==> src/inc/xfer_exec_pkg.sv <==
// Purpose: Shared constants and types of the transfer and bit execution unit.
// Assumes: Word-aligned AHB-Lite register map, 8-bit data path.
// Notes:   Offsets are byte addresses on the register bus.
package xfer_exec_pkg;
  // ---------------------------------------------------------------
  // Register map
  // ---------------------------------------------------------------
  localparam logic [7:0] A_CMD    = 8'h00;
  localparam logic [7:0] A_OPND   = 8'h04;
  localparam logic [7:0] A_FLAGS  = 8'h08;
  localparam logic [7:0] A_STATUS = 8'h0C;
  localparam logic [7:0] A_SP     = 8'h10;
  localparam logic [7:0] A_RIDX   = 8'h14;
  localparam logic [7:0] A_RDATA  = 8'h18;
  // ---------------------------------------------------------------
  // Command word fields
  // ---------------------------------------------------------------
  localparam int CMD_OP_LSB  = 0;
  localparam int CMD_REG_LSB = 5;
  localparam int CMD_BIT_LSB = 10;
  localparam int CMD_PTR_LSB = 13;
  localparam int CMD_MOD_LSB = 15;
  localparam int CMD_R0_BIT  = 17;
  // Pointer modes.
  localparam logic [1:0] MODE_PLAIN = 2'h0;
  localparam logic [1:0] MODE_INC   = 2'h1;
  localparam logic [1:0] MODE_DEC   = 2'h2;
  // Flag bit positions.
  localparam int F_C = 0;
  localparam int F_Z = 1;
  localparam int F_N = 2;
  localparam int F_V = 3;
  localparam int F_T = 6;
  // Pointer pairs start at this register; second pair follows.
  localparam int PTR_BASE = 26;
  // Reset values.
  localparam logic [7:0]  FLAGS_RST = 8'h00;
  localparam logic [15:0] SP_RST    = 16'h00FF;
  typedef enum logic [4:0] {
    op_none, op_load_indirect, op_load_with_offset, op_load_direct,
    op_store_indirect, op_store_with_offset, op_store_direct,
    op_program_memory_load, op_push, op_pop, op_io_bit_set,
    op_io_bit_clear, op_logical_left_shift, op_logical_right_shift,
    op_rotate_left_carry, op_rotate_right_carry, op_arith_right_shift,
    op_bit_to_transfer, op_transfer_to_bit, op_flag_set, op_flag_clear,
    op_port_in, op_port_out, op_nibble_swap
  } op_t;
endpackage

==> src/logic/xfer_exec.sv <==
// Purpose: Executes transfer, shift, bit and flag operations on request.
// Assumes: Data memory answers one cycle after dmem_re; program memory
//          data is valid one cycle after pmem_re and held; I/O reads
//          are combinational.
// Notes:   Commands arrive over AHB-Lite; one operation at a time.
// How it works
// - Offset load reads pointer plus unsigned offset, 2 cycles, pointer kept.
// - Direct load copies data byte at given address, 2 cycles, flags kept.
// - Direct store writes source register to given address, 2 cycles.
// - Post-increment store writes at pointer then adds one, 2 cycles.
// - Pre-decrement store subtracts one first then writes, 2 cycles.
// - Offset store writes at pointer plus offset, pointer kept, 2 cycles.
// - Program load reads at third pointer, into register zero when CMD_R0_BIT is set, 3 cycles.
// - Push places source register on the stack in 2 cycles.
// - Pop moves top stack byte into destination in 2 cycles.
// - I/O bit set forces one bit high, others kept, 2 cycles.
// - I/O bit clear forces one bit low, others kept, 2 cycles.
// - Left shift inserts zero at bit 0, sets Z C N V, 1 cycle.
// - Right shift inserts zero at bit 7, sets Z C N V, 1 cycle.
// - Left rotate through carry, updates Z C N V, 1 cycle.
// - Right rotate through carry, updates Z C N V, 1 cycle.
// - Arithmetic right shift keeps sign, updates Z C N V, 1 cycle.
// - Bit-to-transfer copies a register bit into T only, 1 cycle.
// - Transfer-to-bit copies T into a register bit, 1 cycle.
// - Flag set and clear change only their own flag, 1 cycle.
//
// Chosen here: the address map and the AHB-Lite interface to the registers.
`timescale 1ns/1ps
module xfer_exec
  import xfer_exec_pkg::*;
#(
  parameter int AW  = 16,
  parameter int QW  = 6,
  parameter int IOW = 6
)(
  input  wire logic          hclk,
  input  wire logic          hresetn,
  input  wire logic          hsel,
  input  wire logic [31:0]   haddr,
  input  wire logic [1:0]    htrans,
  input  wire logic          hwrite,
  input  wire logic [2:0]    hsize,
  input  wire logic [31:0]   hwdata,
  input  wire logic          hready,
  output logic               hreadyout,
  output logic [31:0]        hrdata,
  output logic               hresp,
  output logic [AW-1:0]      dmem_addr,
  output logic [7:0]         dmem_wdata,
  output logic               dmem_we,
  output logic               dmem_re,
  input  wire logic [7:0]    dmem_rdata,
  output logic [AW-1:0]      pmem_addr,
  output logic               pmem_re,
  input  wire logic [7:0]    pmem_rdata,
  output logic [IOW-1:0]     io_addr,
  output logic [7:0]         io_wdata,
  output logic               io_we,
  output logic               io_re,
  input  wire logic [7:0]    io_rdata,
  output logic [7:0]         flag_register
);
  // ---------------------------------------------------------------
  // Decode helpers
  // ---------------------------------------------------------------
  // Number of busy cycles of each operation.
  function automatic logic [1:0] cycles_of(op_t o);
    case (o)
      op_program_memory_load: cycles_of = 2'd3;
      op_load_indirect, op_load_with_offset, op_load_direct,
      op_store_indirect, op_store_with_offset, op_store_direct,
      op_push, op_pop, op_io_bit_set, op_io_bit_clear:
        cycles_of = 2'd2;
      default: cycles_of = 2'd1;
    endcase
  endfunction

  // ---------------------------------------------------------------
  // Bus slave
  // ---------------------------------------------------------------
  logic [7:0]    gpr [32];
  logic          a_wr;
  logic [7:0]    a_addr;
  logic [17:0]   cmd;
  logic [15:0]   opnd;
  logic [4:0]    ridx;
  logic [15:0]   sp;
  logic [1:0]    remain;
  logic [3:0]    last_cycles;
  logic          busy;
  logic          wr_cmd;
  logic          launch;
  logic          complete;
  logic          bus_ok;
  logic [31:0]   rd_mux;

  assign hreadyout = 1'b1;
  assign hresp     = 1'b0;
  assign busy      = (remain != 2'd0);
  assign complete  = (remain == 2'd1);
  assign bus_ok    = a_wr && !busy;
  assign wr_cmd    = bus_ok && (a_addr == A_CMD);
  assign launch    = wr_cmd;

  // Address phase is captured; only whole-word transfers are expected.
  always_ff @(posedge hclk or negedge hresetn)
  begin
    if (!hresetn)
    begin
      a_wr   <= 1'b0;
      a_addr <= 8'h00;
    end
    else
    begin
      a_wr   <= hready && hsel && htrans[1] && hwrite;
      a_addr <= haddr[7:0];
    end
  end

  // Read data is prepared in the address phase so reads need no wait.
  always_comb
  begin
    rd_mux = 32'h0000_0000;
    case (haddr[7:0])
      A_CMD:    rd_mux = {14'h0000, cmd};
      A_OPND:   rd_mux = {16'h0000, opnd};
      A_FLAGS:  rd_mux = {24'h000000, flag_register};
      A_STATUS: rd_mux = {20'h00000, last_cycles, 7'h00, busy};
      A_SP:     rd_mux = {16'h0000, sp};
      A_RIDX:   rd_mux = {27'h0000000, ridx};
      A_RDATA:  rd_mux = {24'h000000, gpr[ridx]};
      default:  rd_mux = 32'h0000_0000;
    endcase
  end

  // Unmapped reads return zero.
  always_ff @(posedge hclk or negedge hresetn)
  begin
    if (!hresetn)
      hrdata <= 32'h0000_0000;
    else if (hready && hsel && htrans[1] && !hwrite)
      hrdata <= rd_mux;
  end

  // Writes are dropped while an operation runs, so state cannot tear.
  always_ff @(posedge hclk or negedge hresetn)
  begin
    if (!hresetn)
    begin
      cmd  <= 18'h00000;
      opnd <= 16'h0000;
      ridx <= 5'h00;
    end
    else if (bus_ok)
    begin
      if (a_addr == A_CMD)
        cmd <= hwdata[17:0];
      if (a_addr == A_OPND)
        opnd <= hwdata[15:0];
      if (a_addr == A_RIDX)
        ridx <= hwdata[4:0];
    end
  end

  // ---------------------------------------------------------------
  // Command decode at launch
  // ---------------------------------------------------------------
  op_t           n_op;
  logic [4:0]    n_reg;
  logic [1:0]    n_psel;
  logic [1:0]    n_mode;
  logic [4:0]    pbase_n;
  logic [15:0]   ptr_n;
  logic [15:0]   ea;
  logic [15:0]   ptr_upd_n;

  assign n_op   = op_t'(hwdata[CMD_OP_LSB +: 5]);
  assign n_reg  = hwdata[CMD_REG_LSB +: 5];
  assign n_psel = hwdata[CMD_PTR_LSB +: 2];
  assign n_mode = hwdata[CMD_MOD_LSB +: 2];

  // Pointer pair select; offset and program loads never use the first.
  always_comb
  begin
    pbase_n = 5'(PTR_BASE + 4);
    case (n_op)
      op_load_with_offset, op_store_with_offset:
        pbase_n = (n_psel == 2'd1) ? 5'(PTR_BASE + 2) : 5'(PTR_BASE + 4);
      op_program_memory_load:
        pbase_n = 5'(PTR_BASE + 4);
      default:
        pbase_n = 5'(PTR_BASE + 2 * int'(n_psel));
    endcase
  end

  assign ptr_n = {gpr[pbase_n + 5'd1], gpr[pbase_n]};

  // Effective address and the pointer value left after the access.
  always_comb
  begin
    ea        = ptr_n;
    ptr_upd_n = ptr_n;
    case (n_op)
      op_load_with_offset, op_store_with_offset:
        ea = ptr_n + {{(16-QW){1'b0}}, opnd[QW-1:0]};
      op_load_direct, op_store_direct:
        ea = opnd;
      op_load_indirect, op_store_indirect, op_program_memory_load:
      begin
        if (n_mode == MODE_DEC)
        begin
          ea        = ptr_n - 16'd1;
          ptr_upd_n = ptr_n - 16'd1;
        end
        else if (n_mode == MODE_INC)
          ptr_upd_n = ptr_n + 16'd1;
      end
      op_push:
        ea = sp;
      op_pop:
        ea = sp + 16'd1;
      default:
        ea = ptr_n;
    endcase
  end

  // ---------------------------------------------------------------
  // Latched operation and cycle counter
  // ---------------------------------------------------------------
  op_t           op;
  logic [4:0]    dreg;
  logic [2:0]    bsel;
  logic [4:0]    pbase;
  logic [15:0]   ptr_upd;
  logic          ptr_wr;

  always_ff @(posedge hclk or negedge hresetn)
  begin
    if (!hresetn)
    begin
      op      <= op_none;
      dreg    <= 5'h00;
      bsel    <= 3'h0;
      pbase   <= 5'h00;
      ptr_upd <= 16'h0000;
      ptr_wr  <= 1'b0;
    end
    else if (launch)
    begin
      op    <= n_op;
      dreg  <= (n_op == op_program_memory_load && hwdata[CMD_R0_BIT])
               ? 5'd0 : n_reg;
      bsel    <= hwdata[CMD_BIT_LSB +: 3];
      pbase   <= pbase_n;
      ptr_upd <= ptr_upd_n;
      // Offset loads and stores leave the pointer alone.
      ptr_wr  <= (n_op == op_load_indirect || n_op == op_store_indirect
                  || n_op == op_program_memory_load)
                 && (n_mode == MODE_INC || n_mode == MODE_DEC);
    end
  end

  // Busy cycles follow the documented count of each operation.
  always_ff @(posedge hclk or negedge hresetn)
  begin
    if (!hresetn)
    begin
      remain      <= 2'd0;
      last_cycles <= 4'h0;
    end
    else if (launch)
    begin
      remain      <= cycles_of(n_op);
      last_cycles <= {2'b00, cycles_of(n_op)};
    end
    else if (busy)
      remain <= remain - 2'd1;
  end

  // ---------------------------------------------------------------
  // Memory and I/O strobes
  // ---------------------------------------------------------------
  // Requests go out in the first busy cycle; the I/O bit write follows
  // in the second, after the old value has been read.
  always_ff @(posedge hclk or negedge hresetn)
  begin
    if (!hresetn)
    begin
      dmem_addr  <= '0;
      dmem_wdata <= 8'h00;
      dmem_we    <= 1'b0;
      dmem_re    <= 1'b0;
      pmem_addr  <= '0;
      pmem_re    <= 1'b0;
      io_addr    <= '0;
      io_wdata   <= 8'h00;
      io_we      <= 1'b0;
      io_re      <= 1'b0;
    end
    else if (launch)
    begin
      dmem_addr  <= AW'(ea);
      dmem_wdata <= gpr[n_reg];
      dmem_we    <= (n_op == op_store_indirect || n_op == op_store_with_offset
                     || n_op == op_store_direct || n_op == op_push);
      dmem_re    <= (n_op == op_load_indirect || n_op == op_load_with_offset
                     || n_op == op_load_direct || n_op == op_pop);
      pmem_addr  <= AW'(ea);
      pmem_re    <= (n_op == op_program_memory_load);
      io_addr    <= opnd[IOW-1:0];
      io_wdata   <= gpr[n_reg];
      io_we      <= (n_op == op_port_out);
      io_re      <= (n_op == op_port_in || n_op == op_io_bit_set
                     || n_op == op_io_bit_clear);
    end
    else
    begin
      dmem_we <= 1'b0;
      dmem_re <= 1'b0;
      pmem_re <= 1'b0;
      io_re   <= 1'b0;
      io_we   <= 1'b0;
      if (remain == 2'd2 && op == op_io_bit_set)
      begin
        io_wdata <= io_rdata | (8'h01 << bsel);
        io_we    <= 1'b1;
      end
      if (remain == 2'd2 && op == op_io_bit_clear)
      begin
        io_wdata <= io_rdata & ~(8'h01 << bsel);
        io_we    <= 1'b1;
      end
    end
  end

  // ---------------------------------------------------------------
  // Result and flag computation in the final cycle
  // ---------------------------------------------------------------
  logic [7:0]    rd;
  logic [7:0]    res;
  logic          res_wr;
  logic          c_new;
  logic          shift_op;
  logic [7:0]    next_flags;

  assign rd = gpr[dreg];

  always_comb
  begin
    res      = rd;
    res_wr   = 1'b0;
    c_new    = flag_register[F_C];
    shift_op = 1'b0;
    case (op)
      op_load_indirect, op_load_with_offset, op_load_direct, op_pop:
      begin
        res    = dmem_rdata;
        res_wr = 1'b1;
      end
      op_program_memory_load:
      begin
        res    = pmem_rdata;
        res_wr = 1'b1;
      end
      op_port_in:
      begin
        res    = io_rdata;
        res_wr = 1'b1;
      end
      op_nibble_swap:
      begin
        res    = {rd[3:0], rd[7:4]};
        res_wr = 1'b1;
      end
      op_logical_left_shift:
      begin
        res      = {rd[6:0], 1'b0};
        c_new    = rd[7];
        res_wr   = 1'b1;
        shift_op = 1'b1;
      end
      op_logical_right_shift:
      begin
        res      = {1'b0, rd[7:1]};
        c_new    = rd[0];
        res_wr   = 1'b1;
        shift_op = 1'b1;
      end
      op_rotate_left_carry:
      begin
        res      = {rd[6:0], flag_register[F_C]};
        c_new    = rd[7];
        res_wr   = 1'b1;
        shift_op = 1'b1;
      end
      op_rotate_right_carry:
      begin
        res      = {flag_register[F_C], rd[7:1]};
        c_new    = rd[0];
        res_wr   = 1'b1;
        shift_op = 1'b1;
      end
      op_arith_right_shift:
      begin
        res      = {rd[7], rd[7:1]};
        c_new    = rd[0];
        res_wr   = 1'b1;
        shift_op = 1'b1;
      end
      op_transfer_to_bit:
      begin
        res       = rd;
        res[bsel] = flag_register[F_T];
        res_wr    = 1'b1;
      end
      default:
      begin
        res    = rd;
        res_wr = 1'b0;
      end
    endcase
  end

  // Only shifts, bit-to-transfer and flag set or clear touch flags.
  always_comb
  begin
    next_flags = flag_register;
    if (shift_op)
    begin
      next_flags[F_C] = c_new;
      next_flags[F_N] = res[7];
      next_flags[F_Z] = (res == 8'h00);
      next_flags[F_V] = res[7] ^ c_new;
    end
    else if (op == op_bit_to_transfer)
      next_flags[F_T] = rd[bsel];
    else if (op == op_flag_set)
      next_flags[bsel] = 1'b1;
    else if (op == op_flag_clear)
      next_flags[bsel] = 1'b0;
  end

  // Software may also load the flags while idle.
  always_ff @(posedge hclk or negedge hresetn)
  begin
    if (!hresetn)
      flag_register <= FLAGS_RST;
    else if (complete)
      flag_register <= next_flags;
    else if (bus_ok && a_addr == A_FLAGS)
      flag_register <= hwdata[7:0];
  end

  // Stack pointer moves down on push and up on pop.
  always_ff @(posedge hclk or negedge hresetn)
  begin
    if (!hresetn)
      sp <= SP_RST;
    else if (complete && op == op_push)
      sp <= sp - 16'd1;
    else if (complete && op == op_pop)
      sp <= sp + 16'd1;
    else if (bus_ok && a_addr == A_SP)
      sp <= hwdata[15:0];
  end

  // ---------------------------------------------------------------
  // General register file
  // ---------------------------------------------------------------
  // The destination byte wins over a pointer update of the same register,
  // a case that well-formed programs avoid.
  for (genvar i = 0; i < 32; i++)
  begin : g_gpr
    always_ff @(posedge hclk or negedge hresetn)
    begin
      if (!hresetn)
        gpr[i] <= 8'h00;
      else if (complete && res_wr && dreg == 5'(i))
        gpr[i] <= res;
      else if (complete && ptr_wr && pbase == 5'(i))
        gpr[i] <= ptr_upd[7:0];
      else if (complete && ptr_wr && pbase + 5'd1 == 5'(i))
        gpr[i] <= ptr_upd[15:8];
      else if (bus_ok && a_addr == A_RDATA && ridx == 5'(i))
        gpr[i] <= hwdata[7:0];
    end
  end

endmodule

==> config.mk <==
export PLATFORM = sky130hd
export DESIGN_NAME = xfer_exec
export DESIGN_NICKNAME = d
export VERILOG_FILES = /design/src/inc/xfer_exec_pkg.sv /design/src/logic/xfer_exec.sv
export SDC_FILE = /design/constraint.sdc
export NUM_CORES = 2
export LEC_CHECK = 0
export ABC_AREA = 0
export BUFFER_PORTS_ARGS = -buffer_cell sky130_fd_sc_hd__buf_2
export CAP_MARGIN = 20
export CORE_ASPECT_RATIO = 0.75
export CORE_UTILIZATION = 65
export CTS_CLUSTER_DIAMETER = 50
export CTS_CLUSTER_SIZE = 30
export DETAILED_ROUTE_END_ITERATION = 6
export HOLD_SLACK_MARGIN = 0.12
export PLACE_DENSITY = 0.85
export SETUP_SLACK_MARGIN = 0.15
export SYNTH_ARGS = -nofsm -noshare
export SYNTH_HDL_FRONTEND = slang
export SYNTH_SLANG_ARGS = --single-unit
==> constraint.sdc <==
create_clock -name hclk -period 6.1 [get_ports hclk]
set_clock_uncertainty 0.1 [all_clocks]
set_input_delay 0.305 -clock hclk [delete_from_list [all_inputs] [get_ports hclk]]
set_output_delay 0.305 -clock hclk [all_outputs]
set_load 0.01 [all_outputs]
==> results.json <==
{
  "outcome": "finished, violations left",
  "violations": "design-rule violations",
  "yosys.area.top_type_share": 0.327,
  "tritoncts": "done",
  "grt_pass1_wl_microns": 191000,
  "dr.pass1.iters": 7,
  "wl_met2_microns": 51700,
  "critPathArrivalTime_ns": 6.09,
  "antenna_found_initial": 11,
  "reg2reg_depth": 10,
  "routed_wl_microns": 131000,
  "vias": 31200,
  "cap_violations": 0,
  "core_area_sq_um": 47500,
  "crit_required_ns": 6.49,
  "io_pins": 199,
  "criticalPathCategory": "in -> reg",
  "die_width_microns": 256,
  "fin_nets": 3522,
  "netlist_area_sq_um": 31400,
  "globalplace.congestion": 1.09,
  "cp-endpoint": "pmem_addr[10]",
  "setup_violations": 0,
  "grt_max_degree": 162,
  "drive_gt1_frac": 0.193,
  "avgSynthCellArea_sq_um": 9.19,
  "cts-htree-levels": 2,
  "die_area_sq_um": 49100,
  "worstPathMaxFanout": 13,
  "detail-route-antenna-nets": 0,
  "p_leak_nw": 14.1,
  "async_reset_ff_frac": 1.00,
  "overflow": 0,
  "synth_flop_cell": "dfrtp_1",
  "layout_commonest_cell": "nand2_1",
  "synth_edf_count": 0,
  "ys_top_cells_by_area": "dfrtp_1 33%, mux4_2 16%, mux2i_1 6.9%",
  "drc": 31,
  "insertion_delay_ns": 0.65,
  "endpoint_kind": "flip-flop",
  "synth.yosys.seq_area_share": 0.334,
  "nFillCells": 3479,
  "critPathLaunchType": "primary input",
  "placed_cells": 3964,
  "rows": 69,
  "slew_headroom": 0.170,
  "timing.rr.start": "cmd[0]",
  "worstMarginPinSlew_ns": 1.24,
  "post_cts_buffers": 0,
  "start_util": 0.660,
  "power.total_mw": 8.54,
  "clock_sinks": 418,
  "syn_inst": 3414,
  "synth_top_cell_by_area": "dfrtp_1",
  "vias_per_cell": 7.63,
  "clk_path_buf_depth": 3,
  "r2r-end": "gpr[236]",
  "crit_start": "hwdata[1]",
  "whs_ns": 0.130,
  "rsz0062_at_grt": "false",
  "cts_inserted_buffers": 44,
  "drt_iter0_drc": 5927,
  "r2r_slack_ns": 1.42,
  "tns_ns": 0,
  "drv_slew": 0,
  "grt_pass1_vias": 28800,
  "hold_violations": 0,
  "ir_drop_mv": 0.462,
  "final_cell_mix": "422 x nand2_1, 406 x dfrtp_1, 313 x a21oi_1",
  "clk_pin_slew_ns": 0.07,
  "top_layer": "met5",
  "met1Wirelength_microns": 45400,
  "port_buffers": 140,
  "gr-usage-all-layers": 0.530,
  "die_height_microns": 192,
  "max_freq_ghz": 0.175,
  "synth.distinct_cells": 82,
  "hpwl_microns": 91200,
  "p_per_area_nw_per_um2": 247,
  "root_buffer": "clkbuf_16",
  "synth_seq_cells": 418,
  "fin_crit_sh": 0.935,
  "syn_to_final_growth_pct": 10.1,
  "hold_class": "in -> reg",
  "synth.yosys.warnings": 0,
  "final_cells": 4089,
  "period_minus_slack_ns": 5.70,
  "met3_length_microns": 24600,
  "wl_per_cell_microns": 32.0
}
## stage by stage
stage	area, sq um	setup WS [ns]	utilization
after global placement	32400	0.645	0.682
final	34500	0.397	0.727
after floorplan	31400	1.13	-
after global routing	34500	0.154	0.727
after detailed placement	32400	0.510	0.683
after CTS	34400	0.565	0.725
## registers in the layout (all words and copies together), names as in the netlist, 5 cells and up, named ones only
| name | flops |
|---|---|
| io_wdata | 8 |
| sp | 16 |
| dreg | 5 |
| pmem_addr | 16 |
| io_addr | 6 |
| opnd | 16 |
| hrdata | 18 |
| ridx | 5 |
| dmem_wdata | 8 |
| ptr_upd | 16 |
| a_addr | 8 |
| gpr | 256 |
| cmd | 18 |
## worst min-delay path by stage
stage | start | endpoint | slack, ns | cells after the start
5_1_grt | io_rdata[5] | io_wdata[5] | 0.14 | 4
3_3_place_gp | hresetn | gpr[214] | 0.13 | 1
2_1_floorplan | hresetn | async pin | -0.09 | 0
6_report | io_rdata[5] | io_wdata[5] | 0.13 | 4
3_5_place_dp | hresetn | gpr[210] | 0.13 | 1
4_1_cts | hwdata[2] | cmd[2] | 0.13 | 4
## worst max-delay path, stage by stage
cell	delay, ns
dlygate4sd3_1	0.57
buf_2	0.25
or3b_1	0.52
a211oi_4	0.27
buf_4	0.19
a21o_1	0.33
buf_4	0.28
mux2_1	0.33
or4_1	0.62
inv_1	0.22
ha_1	0.20
o21ai_0	0.14
a21boi_0	0.29
o21ai_0	0.12
nand2b_1	0.15
or3b_1	0.48
nor2_1	0.15
xnor2_1	0.15
o221ai_1	0.18
a211oi_1	0.26
a21oi_1	0.07
## routing by layer
| layer | up-vias | track usage |
|---|---|---|
| met4 | 22 | 0.267 |
| met3 | 652 | 0.267 |
| met5 | - | 0.0615 |
| met1 | 15000 | 0.689 |
| li1 | 12600 | - |
| met2 | 2921 | 0.718 |
## timing repair
item,4_1_cts,5_1_grt
gates resized for setup,0,0
endpoints found under the setup margin,0,0
hold endpoints to repair,117,0
hold buffers,27,0
## cells by family after synthesis
kind of cell               count (synthesis)  share of synthesized area
buffers and inverters                    407                     0.0547
other                                      2                   0.000239
DFF                                      418                      0.334
muxes                                    490                      0.246
adders and majority gates                 18                    0.00742
and+or+nand+nor                         1055                      0.153
xor gates and xnor gates                  52                     0.0145
AOI/OAI and AO/OA                        972                      0.190
## synth_stat cells (17+ instances only)
cell type	n
buf_2	19
buf_4	36
mux2_2	51
a31oi_1	24
ha_1	17
mux4_2	218
inv_1	50
buf_1	48
o221ai_1	24
nand3_1	49
a21oi_1	313
clkbuf_1	248
mux2i_1	217
dfrtp_1	410
nand2_1	423
nand4_1	19
nand2b_1	17
o21ai_0	262
and3_1	23
nor2b_1	103
xnor2_1	36
a22oi_1	19
o211ai_1	33
nor2_1	278
nor3_1	49
o22ai_1	26
or3_1	17
a211oi_1	123
o21ai_1	20
## layout make-up
type | count | area, sq um | share of cell area
Antenna cell | 8 | 20.0 | 0.000580
Clock buffer | 45 | 1100 | 0.0320
Clock inverter | 37 | 604 | 0.0175
Inverter | 52 | 195 | 0.00565
Multi-Input combinational cell | 2603 | 19300 | 0.560
Sequential cell | 418 | 10500 | 0.303
Tap cell | 639 | 800 | 0.0231
Timing Repair Buffer | 287 | 2000 | 0.0579
## report_power, final
group          total (mW)  internal [mW]  switching [mW]
clock                3.22           1.73            1.49
sequential           3.07           2.88           0.197
combinational        2.25          0.719            1.53
total                8.54           5.33            3.22
Note: power is estimated with default switching activity, not from simulation.
